--- config.mk ---
export PLATFORM = sky130hd
export DESIGN_NAME = cpu_config_nmi_serialize_regs
export DESIGN_NICKNAME = d
export VERILOG_FILES = /design/src/pkg/cfg_regs_pkg.sv /design/src/design/serialize_decide.sv /design/src/design/cpu_config_nmi_serialize_regs.sv
export SDC_FILE = /design/constraint.sdc
export NUM_CORES = 1
export LEC_CHECK = 0
export CAP_MARGIN = 20
export CELL_PAD_IN_SITES_DETAIL_PLACEMENT = 2
export CELL_PAD_IN_SITES_GLOBAL_PLACEMENT = 2
export CORE_MARGIN = 5
export CORE_UTILIZATION = 28
export CTS_CLUSTER_SIZE = 8
export DETAILED_ROUTE_END_ITERATION = 10
export DONT_BUFFER_PORTS = 1
export PLACE_DENSITY_LB_ADDON = 0.05
export SYNTH_ARGS = -nofsm -noshare
export SYNTH_HDL_FRONTEND = slang
export SYNTH_SLANG_ARGS = --single-unit
--- constraint.sdc ---
create_clock -name ref_clk -period 0.9 [get_ports ref_clk]
set_input_delay 0 -clock ref_clk [delete_from_list [all_inputs] [get_ports ref_clk]]
set_output_delay 0 -clock ref_clk [all_outputs]
set_load 0.01 [all_outputs]
--- src/pkg/cfg_regs_pkg.sv ---
// package: offsets, fields, reset values and carriers of the configuration slice
package cfg_regs_pkg;
  localparam int ADDR_W = 8;
  localparam logic [7:0] PERF_CTRL_OFFSET = 8'h20;
  localparam logic [7:0] CFG_SEVEN_OFFSET = 8'heb;
  localparam logic [7:0] IRQ_STATUS_OFFSET = 8'hf0;
  localparam logic [7:0] IRQ_MASK_OFFSET = 8'hf1;
  localparam logic [7:0] REGION_SER_OFFSET = 8'hf2;
  localparam logic [7:0] ID_OFFSET = 8'hf3;
  localparam int NMI_BIT = 2;
  localparam int SIMD_BIT = 0;
  localparam int SERIALIZE_BIT = 7;
  localparam logic [7:0] CFG_SEVEN_MASK = 8'h05;
  localparam logic [7:0] PERF_CTRL_MASK = 8'h80;
  localparam logic [7:0] CFG_SEVEN_RESET = 8'h00;
  localparam logic [7:0] PERF_CTRL_RESET = 8'h00;
  localparam logic [2:0] REGION_SER_RESET = 3'h0;
  localparam int IRQ_NMI_BIT = 0;
  localparam int IRQ_W = 1;
  // legacy window 640 KB up to 1 MB, and the 1 GByte boundary
  localparam logic [31:0] LEGACY_LO = 32'h000a_0000;
  localparam logic [31:0] LEGACY_HI = 32'h0010_0000;
  localparam logic [31:0] GIG_BASE = 32'h4000_0000;

  typedef struct packed {
    logic [ADDR_W-1:0] addr;
    logic [7:0] wdata;
    logic wr;
    logic rd;
  } reg_req_t;

  typedef struct packed {
    logic valid;
    logic [31:0] addr;
    logic [1:0] region;
  } mem_req_t;
endpackage : cfg_regs_pkg

--- src/design/serialize_decide.sv ---
// decides whether one memory access must keep program order
`timescale 1ns/1ps
`default_nettype none
module serialize_decide
  import cfg_regs_pkg::*;
(
  input wire mem_req_t req,
  input wire logic global_serialize,
  input wire logic [2:0] region_serialize,
  output logic in_order
);
  logic legacy;
  logic high;
  logic [3:0] region_ext;
  // region code 3 names no field and reads the zero on top
  assign region_ext = {1'b0, region_serialize};
  assign legacy = (req.addr >= LEGACY_LO) && (req.addr < LEGACY_HI); // RULE_07
  assign high = req.addr >= GIG_BASE;
  always_comb begin
    in_order = 1'b0;
    if (req.valid) begin
      if (legacy) begin
        in_order = 1'b1; // RULE_07
      end else if (high) begin
        in_order = global_serialize | region_ext[req.region]; // RULE_06
      end else begin
        in_order = global_serialize; // RULE_04
      end
    end
  end
endmodule : serialize_decide
`default_nettype wire

--- src/design/cpu_config_nmi_serialize_regs.sv ---
// configuration register slice: nmi trigger, simd enable, load/store serialize
//
// The address-and-strobe port was decided locally.
`timescale 1ns/1ps
`default_nettype none
// How it works
// RULE_01 - a one written to bit 2 of config_control_seven raises a one-cycle nmi; a zero does nothing.
// RULE_02 - a new nmi needs a fresh zero-to-one change of that bit; software clears it in between.
// RULE_03 - bit 0 of config_control_seven drives the extended simd enable output.
// RULE_04 - bit 7 of performance_control forces every memory access into program order.
// RULE_05 - software sets the serialize bit when memory-mapped devices sit outside 640 KB to 1 MB.
// RULE_06 - accesses above 1 GByte also follow separate per-region serialize bits.
// RULE_07 - with serialize clear accesses may reorder, except the 640 KB to 1 MB window.
// RULE_08 - reserved bits of config_control_seven are ignored on write and read as zero.
module cpu_config_nmi_serialize_regs
  import cfg_regs_pkg::*;
#(
  parameter logic [7:0] ID_VALUE = 8'h5a // arbitrary value
) (
  input wire logic ref_clk,
  input wire logic rst,
  input wire reg_req_t bus_req,
  output logic [7:0] rdata,
  input wire mem_req_t mem_req,
  output logic mem_in_order,
  output logic nmi_pulse,
  output logic extended_simd_enable,
  output logic load_store_serialize,
  output logic irq
);
  // ----------------------------------------
  // register state
  // ----------------------------------------
  logic [7:0] cfg_seven_q;
  logic [7:0] perf_ctrl_q;
  logic [2:0] region_ser_q;
  logic [IRQ_W-1:0] irq_status_q;
  logic [IRQ_W-1:0] irq_mask_q;
  logic nmi_q;
  logic wr_seven;
  logic wr_perf;
  logic nmi_rise;

  assign wr_seven = bus_req.wr && bus_req.addr == CFG_SEVEN_OFFSET;
  assign wr_perf = bus_req.wr && bus_req.addr == PERF_CTRL_OFFSET;
  // only a zero-to-one change of the stored bit fires
  assign nmi_rise = wr_seven && bus_req.wdata[NMI_BIT] && !cfg_seven_q[NMI_BIT]; // RULE_02

  // reserved bits are dropped as they are written
  always_ff @(posedge ref_clk or posedge rst) begin
    if (rst) begin
      cfg_seven_q <= CFG_SEVEN_RESET;
    end else if (wr_seven) begin
      cfg_seven_q <= bus_req.wdata & CFG_SEVEN_MASK; // RULE_08
    end
  end

  always_ff @(posedge ref_clk or posedge rst) begin
    if (rst) begin
      perf_ctrl_q <= PERF_CTRL_RESET;
    end else if (wr_perf) begin // RULE_04
      perf_ctrl_q <= bus_req.wdata & PERF_CTRL_MASK;
    end
  end

  // stand-ins for the per-region serialize fields above 1 GByte
  always_ff @(posedge ref_clk or posedge rst) begin
    if (rst) begin
      region_ser_q <= REGION_SER_RESET;
    end else if (bus_req.wr && bus_req.addr == REGION_SER_OFFSET) begin
      region_ser_q <= bus_req.wdata[2:0];
    end
  end

  // ----------------------------------------
  // nmi generation
  // ----------------------------------------
  // the pulse lasts one cycle; a held one never fires again
  // software writes zero before the next trigger
  always_ff @(posedge ref_clk or posedge rst) begin
    if (rst) begin
      nmi_q <= 1'b0;
    end else begin
      nmi_q <= nmi_rise; // RULE_01
    end
  end
  assign nmi_pulse = nmi_q;

  // ----------------------------------------
  // interrupt status and mask
  // ----------------------------------------
  // bit 0 latches each nmi until software writes a one to it
  always_ff @(posedge ref_clk or posedge rst) begin
    if (rst) begin
      irq_status_q <= '0;
    end else begin
      // set wins over a write-one clear
      if (bus_req.wr && bus_req.addr == IRQ_STATUS_OFFSET) begin
        irq_status_q <= irq_status_q & ~bus_req.wdata[IRQ_W-1:0];
      end
      if (nmi_q) begin
        irq_status_q[IRQ_NMI_BIT] <= 1'b1;
      end
    end
  end

  always_ff @(posedge ref_clk or posedge rst) begin
    if (rst) begin
      irq_mask_q <= '0;
    end else if (bus_req.wr && bus_req.addr == IRQ_MASK_OFFSET) begin
      irq_mask_q <= bus_req.wdata[IRQ_W-1:0];
    end
  end
  assign irq = |(irq_status_q & irq_mask_q);

  // ----------------------------------------
  // control outputs
  // ----------------------------------------
  assign extended_simd_enable = cfg_seven_q[SIMD_BIT]; // RULE_03
  assign load_store_serialize = perf_ctrl_q[SERIALIZE_BIT]; // RULE_04

  serialize_decide u_decide (
    .req(mem_req),
    .global_serialize(load_store_serialize),
    .region_serialize(region_ser_q),
    .in_order(mem_in_order)
  ); // RULE_06

  // ----------------------------------------
  // read port
  // ----------------------------------------
  // unmapped addresses and idle cycles read as zero
  always_ff @(posedge ref_clk or posedge rst) begin
    if (rst) begin
      rdata <= 8'h00;
    end else if (bus_req.rd) begin
      unique case (bus_req.addr)
        CFG_SEVEN_OFFSET: rdata <= cfg_seven_q; // RULE_08
        PERF_CTRL_OFFSET: rdata <= perf_ctrl_q;
        REGION_SER_OFFSET: rdata <= {5'h0, region_ser_q};
        IRQ_STATUS_OFFSET: rdata <= {{(8-IRQ_W){1'b0}}, irq_status_q};
        IRQ_MASK_OFFSET: rdata <= {{(8-IRQ_W){1'b0}}, irq_mask_q};
        ID_OFFSET: rdata <= ID_VALUE;
        default: rdata <= 8'h00;
      endcase
    end else begin
      rdata <= 8'h00;
    end
  end

  // per-region serialize above 1 GByte, one pair of checks per field
  for (genvar g = 0; g < 3; g++) begin : g_region

  end
endmodule : cpu_config_nmi_serialize_regs
`default_nettype wire

Word level (Yosys, flattened, before mapping)

Cells that the tools add are included.

Magnitude comparators: 4
Equal/unequal tests: 6
Multiplexer cells: 9
Bitwise logic cells: 4
Reductions and logical operators: 10

Operator list:

| operator                                                     | count |
|---|---|
| one-hot mux 8 bit (6 select lines)                           | 1 |
| equality test 8 bit, second input constant                   | 5 |
| >= comparator 32 x 20 -> 1 bit, second input constant        | 1 |
| >= comparator 32 x 31 -> 1 bit, second input constant        | 1 |
| less-than comparator 32 x 21 -> 1 bit, second input constant | 1 |
| equality test 8 x 6 -> 1 bit, second input constant          | 1 |
| logical AND 1 bit                                            | 8 |
| two-way mux 8 bit                                            | 1 |
| two-way mux 1 bit                                            | 6 |
| less-than comparator 2 x 3 -> 1 bit, second input constant   | 1 |
| bitwise AND 1 bit                                            | 2 |
| binary-select mux 1 bit (select 2 bit)                       | 1 |
| nonzero test 2 bit                                           | 1 |
| zero test 1 bit                                              | 1 |
| NOT 1 bit                                                    | 1 |
| OR 1 bit                                                     | 1 |

Flip-flop bits (word level): 17
Input port bits: 55
Output and inout bits: 13
Logic and storage cells: 40

Longest topological paths before layout

Gate-level depths: netlist of the first run.

Depth in word-level cells: 6
Gate-level depth with buffers: 5
Depth with buffers taken out: 4

Cells and area by module

From an unflattened synthesis of the first run, not the netlist that was laid out.

Cell total of the unflattened synthesis: 66
Area total of the unflattened synthesis: 759.5 um^2

Modules (own cells, without submodules):

| module                        | instances | cells an instance | area each (um^2) | sequential area each (um^2) |
|---|---|---|---|---|
| cpu_config_nmi_serialize_regs | 1         | 55                | 676.9            | 350.3 |
| serialize_decide              | 1         | 11                | 82.6             | 0.0 |

Worst setup path after synthesis of the first run

OpenSTA, ideal clock, no wires.

Kind: input to register
From: input port bus_req[10] (netlist bit)
To: register perf_ctrl_q[7]
Arrival: 1183 ps
Required time: 775 ps
Path slack: -408 ps
Cell stages on the path: 5
Buffers on the path: 1
Path through: buf_6 -> or4_4 -> nor4_2 -> nand2_1 -> mux2_4

Longest elaborated chain between the ends: 2

RTL lines:

| element                      | RTL line                            | source |
|---|---|---|
| from (decl)                  | cpu_config_nmi_serialize_regs.sv:22 | `input wire reg_req_t bus_req,` |
| equality test 8 x 6 -> 1 bit | cpu_config_nmi_serialize_regs.sv:45 | `assign wr_perf = bus_req.wr && bus_req.addr == PERF_CTRL_OFFSET;` |
| logical AND 1 bit            | cpu_config_nmi_serialize_regs.sv:45 |  |
| to (signal assigned)         | cpu_config_nmi_serialize_regs.sv:62 | `perf_ctrl_q <= bus_req.wdata & PERF_CTRL_MASK;` |
| to (decl)                    | cpu_config_nmi_serialize_regs.sv:35 | `logic [7:0] perf_ctrl_q;` |

Every way passes these cells.
A chain may end at the register's enable or synchronous reset.

Worst setup path after layout of the first run

From: register region_ser_q[2]
To: output port mem_in_order

Longest elaborated chain between the ends: 6

RTL lines:

| element                                 | RTL line                            | source |
|---|---|---|
| from (decl)                             | cpu_config_nmi_serialize_regs.sv:36 | `logic [2:0] region_ser_q;` |
| from (signal assigned)                  | cpu_config_nmi_serialize_regs.sv:71 | `region_ser_q <= bus_req.wdata[2:0];` |
| binary-select mux 1 bit (select 2 bit)  | serialize_decide.sv:25              | `in_order = global_serialize \| region_ext[req.region];` |
| two-way mux 1 bit (implied by the code) | serialize_decide.sv:25              |  |
| OR 1 bit                                | serialize_decide.sv:25              |  |
| two-way mux 1 bit                       | serialize_decide.sv:24              | `end else if (high) begin` |
| two-way mux 1 bit                       | serialize_decide.sv:22              | `if (legacy) begin` |
| two-way mux 1 bit                       | serialize_decide.sv:21              | `if (req.valid) begin` |
| to (decl)                               | cpu_config_nmi_serialize_regs.sv:25 | `output logic mem_in_order,` |

Every way passes these cells. The select of a mux whose other input is x is not followed.

==> flow_summary.toml, run 1 <==
[outcome]
run_status = "finished, violations left"
violations = "hold timing, setup timing"

[cells_and_area]
syn2layout_area_growth_pct = 43.3
num-fill-cells = 301
drive_above_1_share_pct = 38.1
instances_no_fill = 128
multi_input_area_sq_um = 430
fin_nets = 153
seq_area_sq_um = 350
diodes = 0

[yosys]
ys_ff_latch = 14
yosysWarnings = 0
syn_nets = 126
syn_area_sq_um = 777
syn_area_per_cell_sq_um = 10.9
synthCells = 71
yosysSeqAreaShare_pct = 45.1
ys_types = 33

[die]
initial_core_util_pct = 28.7
io_pins = 68
num_rows = 19
die_w_um = 62.7
fp.coreArea_sq_mm = 0.00271
die_h_um = 62.7
die_area_sq_mm = 0.00393

[global_route]
grt.busiest_layer = "met2"
grt_use_met1_pct = 13.1
track_usage_pct = 12.4
grtUsageMet2_pct = 22.0
grt-ovfl-total = 0
grt_max_degree = 15
use_met3_pct = 4.14
grt_pass1_wl_um = 3830
antenna_found_initial = 0
grt_pass1_vias = 826

[clock_network]
cts-root-buf = "clkbuf_4"
clk_latency_ns = 0.29
clk_path_buf_depth = 2
cts_tree = "yes"
clock-sinks = 14
numCtsBuffers = 3
clkTransAtPathRegs_ns = 0.10
clock_tree.htree_level_count = 1

[worst_setup_path]
critical_path_class = "reg -> out"
cp.arrival_ns = 1.24
cp_max_fo = 2
crit_required_ns = 0.90
critPathCaptureType = "output pin"
startpoint_type = "register"

[power]
power.density_mw_per_mm2 = 1210
leakage_nw = 0.525
vdd_drop_max_mv = 0.569

[sta]
fin_crit_sh_pct = 138
slew_violations = 0
fmax_mhz = 805
setup_slack_ns = -0.342
worst_pin_slew_ns = 0.566
relSlewSlack_pct = 62.2
rsz0062_at_grt = "yes"
hold_viol_final = 2
skew_ns = 0.00308
layout_min_cycle_time_ns = 1.24
whs_ns = -0.105
setup_violations = 8

[routing]
finalWirelength_um = 2420
vias_per_cell = 5.38
drt_iter0_drc = 4
routedWlPerCell_um = 18.9
drt_first_pass_iters = 4
drc_errors = 0
antenna_left = 0
vias = 688

[placed_design]
dp.cells = 109
dp_slack_ns = -0.448
portBuffers = 0
gp_congestion = 0.679

[hold_path]
hold_class = "in -> reg"

[flow_run]
cap_violations = 0
## final timing paths
kind,start,endpoint,slack [ns],cells after the start
min in group asynchronous,rst,perf_ctrl_q[7],0.21,2
max reg2reg,perf_ctrl_q[7],perf_ctrl_q[7],-0.10,3
min,bus_req[14],rdata[7],-0.11,2
max,region_ser_q[2],mem_in_order,-0.34,4
min reg2reg,cfg_seven_q[2],nmi_pulse,0.51,1
max in group asynchronous,rst,nmi_pulse,0.32,2
## final cells by class
class	instances	share of cell area, %
multi-input combinational	51	38.7
sequential	14	31.5
timing repair buffer	27	22.8
tap	31	3.48
clock buffer	4	3.26
inverter	1	0.337
## kinds of logic (layout without fill, tap and decap cells)
kind of cell / count (synthesis) / after routing / synth area share (%)
other: 1 / 1 / 0.483
DFF: 14 / 14 / 45.1
and+or+nand+nor: 30 / 30 / 25.4
AOI/OAI and AO/OA: 10 / 10 / 9.18
buffers and inverters: 6 / 32 / 5.31
muxes: 10 / 10 / 14.5
## worst max-delay path: stages (launching register included)
cell and delay [ns]:
dfrtp_1 0.36, mux2i_1 0.09, o22ai_1 0.20, o21ai_1 0.12
a21boi_2 0.19
## cell usage in the layout, fill, tap and decap left out, types with 2 or more instances in the layout
cell type	count
clkbuf_4	3
mux2_2	2
nand2b_1	2
a21oi_1	2
mux2i_1	3
dfrtp_1	14
mux2_4	5
buf_4	12
buf_6	5
nor3b_1	2
nand2_1	4
nand4b_1	4
dlygate4sd3_1	7
nor4_1	3
dlymetal6s4s_1	3
nor2_1	4
## power breakdown
group / switching, W / internal (W) / leakage, nW
registers: 0.0000131 / 0.000646 / 0.194
logic: 0.0000780 / 0.000117 / 0.310
clock network: 0.000242 / 0.000247 / 0.0210
## layer usage
| metal | vias to the layer above | wire (um) |
|---|---|---|
| met5 | - | 0 |
| met4 | 0 | 48 |
| met3 | 5 | 186 |
| met2 | 27 | 1260 |
| met1 | 342 | 925 |
| li1 | 314 | - |
## Yosys cell counts (all sizes together)
master	count	area [sq um]
a22oi	2	15.0
o2111a	1	11.3
a21o	1	7.51
nor3	1	5.00
nor4	4	31.3
inv	1	3.75
nor2	5	18.8
a21oi	2	10.0
mux2	7	82.6
a41oi	1	8.76
and3	1	6.26
nand2b	2	12.5
a21boi	1	7.51
buf	4	33.8
nand4	1	6.26
or4	2	18.8
o21ai	1	5.00
conb	1	3.75
dfrtp	14	350
nor4b	1	15.0
nand2	5	18.8
and2	1	6.26
o22ai	1	6.26
nand4b	4	35.0
clkbuf	1	3.75
and4	1	8.76
mux2i	3	30.0
nor3b	2	15.0
## per-stage QoR
step / utilization, % / TNS [ns] / instance area, sq um / total power, W
after floorplan: - / -1.92 / 792 / 0.000757
after global placement: 32.4 / -2.59 / 878 / 0.000779
after detailed placement: 32.4 / -2.67 / 878 / 0.000782
after CTS: 38.6 / -1.00 / 1050 / 0.00133
after global routing: 41.1 / -1.31 / 1110 / 0.00141
final: 41.1 / -0.876 / 1110 / 0.00134
## what timing repair did
item / CTS / global route
gates resized for setup: 7 / 10
pin swaps: 5 / 3
setup buffers: 4 / 4
hold buffers: 9 / 1
endpoints found under the setup margin: 8 / 15
endpoints found under the hold margin: 28 / 5
## registers in the layout, indices dropped and copies added (netlist names)
name and flops:
nmi_pulse 1, perf_ctrl_q 1, irq_status_q 1, region_ser_q 3, cfg_seven_q 2, irq_mask_q 1
rdata 5
(Power assumes the default switching activity.)
==> run 2: changes to the inputs <==
MAX_ROUTING_LAYER = met4   (was default)
PLACE_DENSITY_LB_ADDON = 0.1   (was 0.05)
==> run 2 against run 1 <==
  * The flow still finishes with violations (hold timing, setup timing)
  * Highest routed layer unchanged
  * Sequential cell count unchanged
  * Die area unchanged
  * Sequential power about the same
  * Combinational power down 10%
  * Design area down 4.9%
  * Critical path type unchanged
  * Critical path depth unchanged
  * Worst setup slack better by 0.029 ns
  * First-iteration DRC count unchanged
  * Core utilization down 2.0 points
  * Fmax up 2.4%
  * Routed wire length down 8.1%
==> flow_summary.toml, run 2 (synthesized netlist as in run 1, its figures left out) <==
[outcome]
run_status = "finished, violations left"
violations = "hold timing, setup timing"

[die]
die_area_sq_mm = 0.00393
die_h_um = 62.7
num_rows = 19
die_w_um = 62.7
io_pins = 68
fp.coreArea_sq_mm = 0.00271
initial_core_util_pct = 28.7

[worst_setup_path]
reg2reg_to = "region_ser_q[0]"
worstReg2RegStart = "region_ser_q[0]"
ff2ff_setup_slack_ns = -0.08
startpoint_type = "register"
cp.arrival_ns = 1.21
critical_path_class = "reg -> out"
cp_max_fo = 2
rr_worst_depth = 3
crit_required_ns = 0.90
critPathCaptureType = "output pin"

[sta]
fmax_mhz = 824
setup_violations = 5
whs_ns = -0.0766
setup-tns-final_ns = -0.528
fin_crit_sh_pct = 135
worst_pin_slew_ns = 0.550
hold_viol_final = 1
relSlewSlack_pct = 63.3
layout_min_cycle_time_ns = 1.21
slew_violations = 0
skew_ns = 0.00359
rsz0062_at_grt = "yes"
setup_slack_ns = -0.313

[cells_and_area]
largestRegisters = "rdata (5), region_ser_q (3), cfg_seven_q (2)"
layout_commonest_cell = "dfrtp_1"
syn2layout_area_growth_pct = 36.2
layout_common_cells = "dfrtp_1 (14), buf_4 (9), dlygate4sd3_1 (8)"
drive_above_1_share_pct = 34.8
multi_input_area_sq_um = 425
seq_area_sq_um = 350
fin_nets = 149
largest_register_ffs = 5
diodes = 0
num-fill-cells = 311
regMostFlops = "rdata"
instances_no_fill = 123

[placed_design]
portBuffers = 0
dp_hpwl_um = 1720
gp_congestion = 0.686
dp.cells = 109

[routing]
drt_iter0_drc = 4
drt_first_pass_iters = 4
vias_per_cell = 5.36
drc_errors = 0
routedWlPerCell_um = 18.1
vias = 659
finalWirelength_um = 2220
antenna_left = 0

[global_route]
grt_pass1_wl_um = 3760
antenna_found_initial = 0
grt-ovfl-total = 0
track_usage_pct = 12.1
grt_pass1_vias = 783
grt_max_degree = 15

[hold_path]
min_to = "rdata[7]"
hp-start = "bus_req[14]"
hold_path_depth = 2
hold_class = "in -> reg"

[power]
sw_frac_of_total_pct = 22.9
vdd_drop_max_mv = 0.800
power.internal_w = 0.000905
p_switching_w = 0.000269
power.density_mw_per_mm2 = 1110
p_seq_share_pct = 56.2
p_comb_share_pct = 14.9
power_w = 0.00117
leakage_nw = 0.485
p_clk_share_pct = 28.9

[flow_run]
cap_violations = 0

[clock_network]
clk_path_buf_depth = 2
cts_tree = "yes"
clock_tree.htree_level_count = 1
clk_latency_ns = 0.27
clock-sinks = 14
numCtsBuffers = 3
cts-root-buf = "clkbuf_4"
clkTransAtPathRegs_ns = 0.08
-- run 2: cell count changes in the layout (fill, tap and decap cells not counted), sizes merged --
cell          previous run  this run
dlygate4sd3              7         8
clkbuf                   4         3
buf                     17        13
dlymetal6s4s             3         2
-- run 2: stage by stage --
step	hold slack (ns)	utilization, %	area [sq um]	worst slack [ns]
after floorplan	-0.111	-	792	-0.398
after global placement	-0.0459	32.4	878	-0.427
after CTS	-0.0783	37.3	1010	-0.287
after global routing	-0.0896	39.1	1060	-0.451
after detailed placement	-0.0349	32.4	878	-0.469
final	-0.0766	39.1	1060	-0.313
-- run 2: how the worst max path moves through the flow --
stage / start / to / cells past startpoint
after floorplan: bus_req[10] / perf_ctrl_q[7] / 5
after global routing: region_ser_q[0] / mem_in_order / 4
final: region_ser_q[0] / mem_in_order / 4
after global placement: bus_req[13] / perf_ctrl_q[7] / 4
after detailed placement: bus_req[13] / perf_ctrl_q[7] / 4
after CTS: region_ser_q[0] / mem_in_order / 4
-- run 2: final cells by class --
class                   count  area share [%]
flip-flops and latches     14            33.1
inverters                   1           0.355
repair buffers             23            20.6
clock buffers               3            2.13
well taps                  31            3.66
multi-input cells          51            40.2
-- run 2: timing repair --
item                                    4_1_cts  5_1_grt
hold buffers                                  9        1
endpoints found under the hold margin        27        4
gates resized for setup                       5        9
pin swaps                                     4        3
setup buffers                                 0        1
endpoints found under the setup margin        7       14
-- run 2: critical path: stages, from the launching register on --
cell and delay [ns]:
dfrtp_1 0.36, mux2i_1 0.08, o22ai_1 0.19, o21ai_1 0.11, a21boi_2 0.19
-- run 2: power groups by stage --
stage          clock network, W  logic [W]  registers [W]
3_3_place_gp                  0   0.000108       0.000670
5_1_grt                0.000391   0.000191       0.000663
4_1_cts                0.000361   0.000162       0.000659
2_1_floorplan                 0  0.0000861       0.000670
3_5_place_dp                  0   0.000110       0.000671
6_report               0.000339   0.000175       0.000659
-- run 2: per-layer routing --
| metal | track usage (%) | vias to the layer above | share of wire (%) | wire length (um) |
|---|---|---|---|---|
| li1 | - | 306 | - | - |
| met1 | 12.5 | 322 | 38 | 855 |
| met2 | 21.2 | 29 | 52 | 1150 |
| met3 | 4.86 | 2 | 9.0 | 199 |
| met4 | 3.45 | 0 | 0.81 | 18 |
| met5 | - | - | 0 | 0 |
==> run 3: changes to the inputs <==
ABC_AREA = 1   (was default)
CORE_MARGIN = default   (was 5)
CORE_UTILIZATION = 26   (was 28)
==> run 3 against run 2 <==
  * The flow still finishes with violations (hold timing, setup timing)
  * Hold slack better by 0.064 ns
  * Synthesized area up 7.4%
  * Count of clock-buffer cells in the layout increased by 1
  * Power up 11%
  * Non-clock buffer count decreased by 6
  * Critical path type unchanged
  * Highest routed layer unchanged
==> flow_summary.toml, run 3 <==
[cells_and_area]
largest_register_ffs = 5
drive_above_1_share_pct = 21.5
syn2layout_area_growth_pct = 30.9
diodes = 0
layout_commonest_cell = "nand2_1"
num-fill-cells = 367
fin_nets = 186
largestRegisters = "rdata (5), region_ser_q (3), cfg_seven_q (2)"
layout_common_cells = "nand2_1 (22), inv_1 (15), dfrtp_1 (14)"
regMostFlops = "rdata"

[global_route]
track_usage_pct = 14.6
grt-ovfl-total = 0
grt_pass1_wl_um = 3590
grt_max_degree = 15
antenna_found_initial = 0
grt_pass1_vias = 819

[die]
die_area_sq_mm = 0.00344
fp.coreArea_sq_mm = 0.00305
die_h_um = 58.7
io_pins = 68
num_rows = 20
die_w_um = 58.7
initial_core_util_pct = 27.3

[outcome]
run_status = "finished, violations left"
violations = "hold timing, setup timing"

[clock_network]
clock-sinks = 14
clkTransAtPathRegs_ns = 0.09
cts_tree = "yes"
clk_path_buf_depth = 2
clk_latency_ns = 0.28
cts-root-buf = "clkbuf_4"
clock_tree.htree_level_count = 1
numCtsBuffers = 3

[yosys]
yosysSeqAreaShare_pct = 42.0
synth_fa_ha_area_share_pct = 0
synthSimpleGateAreaFrac_pct = 40.2
synth_area_leaders = "dfrtp_1 (42%), nand2_1 (9.9%), inv_1 (7.6%)"
ys_types = 24
syn_area_sq_um = 835
yosys.area.top_type = "dfrtp_1"
synth_xor_area_share_pct = 0
synth_compound_area_share_pct = 6.60
synthCells = 112
yosysMostFrequentCell = "nand2_1"
synth-edff-count = 0
yosysTopAreaCellShare_pct = 42.0
synthArstFlopShare_pct = 100
synth_top_family_by_area = "simple AND/OR/NAND/NOR gates"
ys_ff_latch = 14
syn_nets = 167
yosysWarnings = 0
synth_ff_type = "dfrtp_1"
synth_common_cells = "nand2_1 (22), inv_1 (17), dfrtp_1 (14), nor2_1 (14), nand3_1 (12)"
syn_area_per_cell_sq_um = 7.45
synthMuxAreaShare_pct = 0

[power]
power.density_mw_per_mm2 = 1190
leakage_nw = 0.553
power_w = 0.00131
vdd_drop_max_mv = 0.506

[sta]
hold_viol_final = 2
worst_pin_slew_ns = 0.538
whs_ns = -0.0129
rsz0062_at_grt = "yes"
fin_crit_sh_pct = 124
layout_min_cycle_time_ns = 1.11
fmax_mhz = 898
setup_slack_ns = -0.214
setup-tns-final_ns = -0.316
relSlewSlack_pct = 64.1
setup_violations = 3
slew_violations = 0
skew_ns = 0.00891

[placed_design]
portBuffers = 0
dp_hpwl_um = 1670
gp_congestion = 0.714

[worst_setup_path]
worstReg2RegStart = "region_ser_q[1]"
crit_required_ns = 0.90
ff2ff_setup_slack_ns = -0.05
critical_path_class = "reg -> out"
cp.arrival_ns = 1.11
startpoint_type = "register"
reg2reg_to = "rdata[1]"
cp_max_fo = 2
rr_worst_depth = 4
critPathCaptureType = "output pin"

[routing]
drt_first_pass_iters = 2
drt_iter0_drc = 7
antenna_left = 0
vias_per_cell = 4.56
vias = 794
drc_errors = 0
finalWirelength_um = 2140
routedWlPerCell_um = 12.3

[hold_path]
hp-start = "bus_req[12]"
hold_path_depth = 4
min_to = "cfg_seven_q[2]"
hold_class = "in -> reg"

[flow_run]
cap_violations = 0
[run 3: changes by cell type after synthesis, moves of 4 or more]
cell      before  now
inv_1          1   17
nand2_1        5   22
nand2_2        0    4
nand3_1        0   12
nand4b_1       4    0
nor2_1         5   14
[run 3: worst max-delay path, cell delays in order, from the launching register on]
cell and delay (ns):
dfrtp_1 0.39, o21ai_1 0.13, nand2_1 0.08, nand3_2 0.06
nand3_2 0.05, nand2_1 0.07, inv_2 0.05
[run 3: repair_timing]
action,CTS,global route
hold endpoints to repair,28,1
pin swaps,1,6
hold buffers,13,1
endpoints found under the setup margin,2,10
setup buffers,2,1
cloned,0,0
resized for setup,2,9
[run 3: power by group]
group          leakage, nW  internal (W)  switching (W)
clock network       0.0210      0.000246       0.000203
logic                0.342     0.0000885       0.000104
registers            0.190      0.000647      0.0000157
[run 3: kinds of logic (layout without fill, tap and decap cells)]
group,count (synthesis),after routing
flip-flops,14,14
other,1,1
AND/OR/NAND/NOR,66,66
buffers and inverters,21,39
AO/OA/AOI/OAI,10,10
[run 3: through the flow]
stage               std cells  setup slack, ns  area [sq um]  hold WS [ns]  utilization (%)
CTS                       173           -0.253          1060       0.00130             34.6
global placement          154           0.0300           875       -0.0364             28.6
detailed placement        154        -0.000576           875       -0.0293             28.6
finish                    174           -0.214          1090       -0.0129             35.8
floorplan                 112            0.101           835        -0.111                -
global route              174           -0.294          1090      0.000480             35.8
[run 3: final cells by class]
class                           instances  area, sq um  share of cell area (%)
Multi-Input combinational cell         77          417                    38.1
Sequential cell                        14          350                    32.1
Timing Repair Buffer                   17          166                    15.2
Inverter                               18         67.6                    6.19
Tap cell                               44         55.1                    5.04
Clock buffer                            4         36.3                    3.32
[run 3: worst max path at each step]
stage,from,to,slack (ns)
after floorplan,region_ser_q[1],mem_in_order,0.10
after CTS,region_ser_q[1],mem_in_order,-0.25
after global placement,region_ser_q[0],rdata[0],0.03
after global routing,region_ser_q[1],mem_in_order,-0.29
final,region_ser_q[1],mem_in_order,-0.21
after detailed placement,region_ser_q[1],mem_in_order,-0.0006
[run 3: per-layer routing]
layer	up-vias	part of all wire [%]	track usage (%)
met5	-	0	-
met4	0	0.79	2.04
met3	2	5.6	4.84
met2	22	51	25.9
met1	387	42	16.1
li1	383	-	-
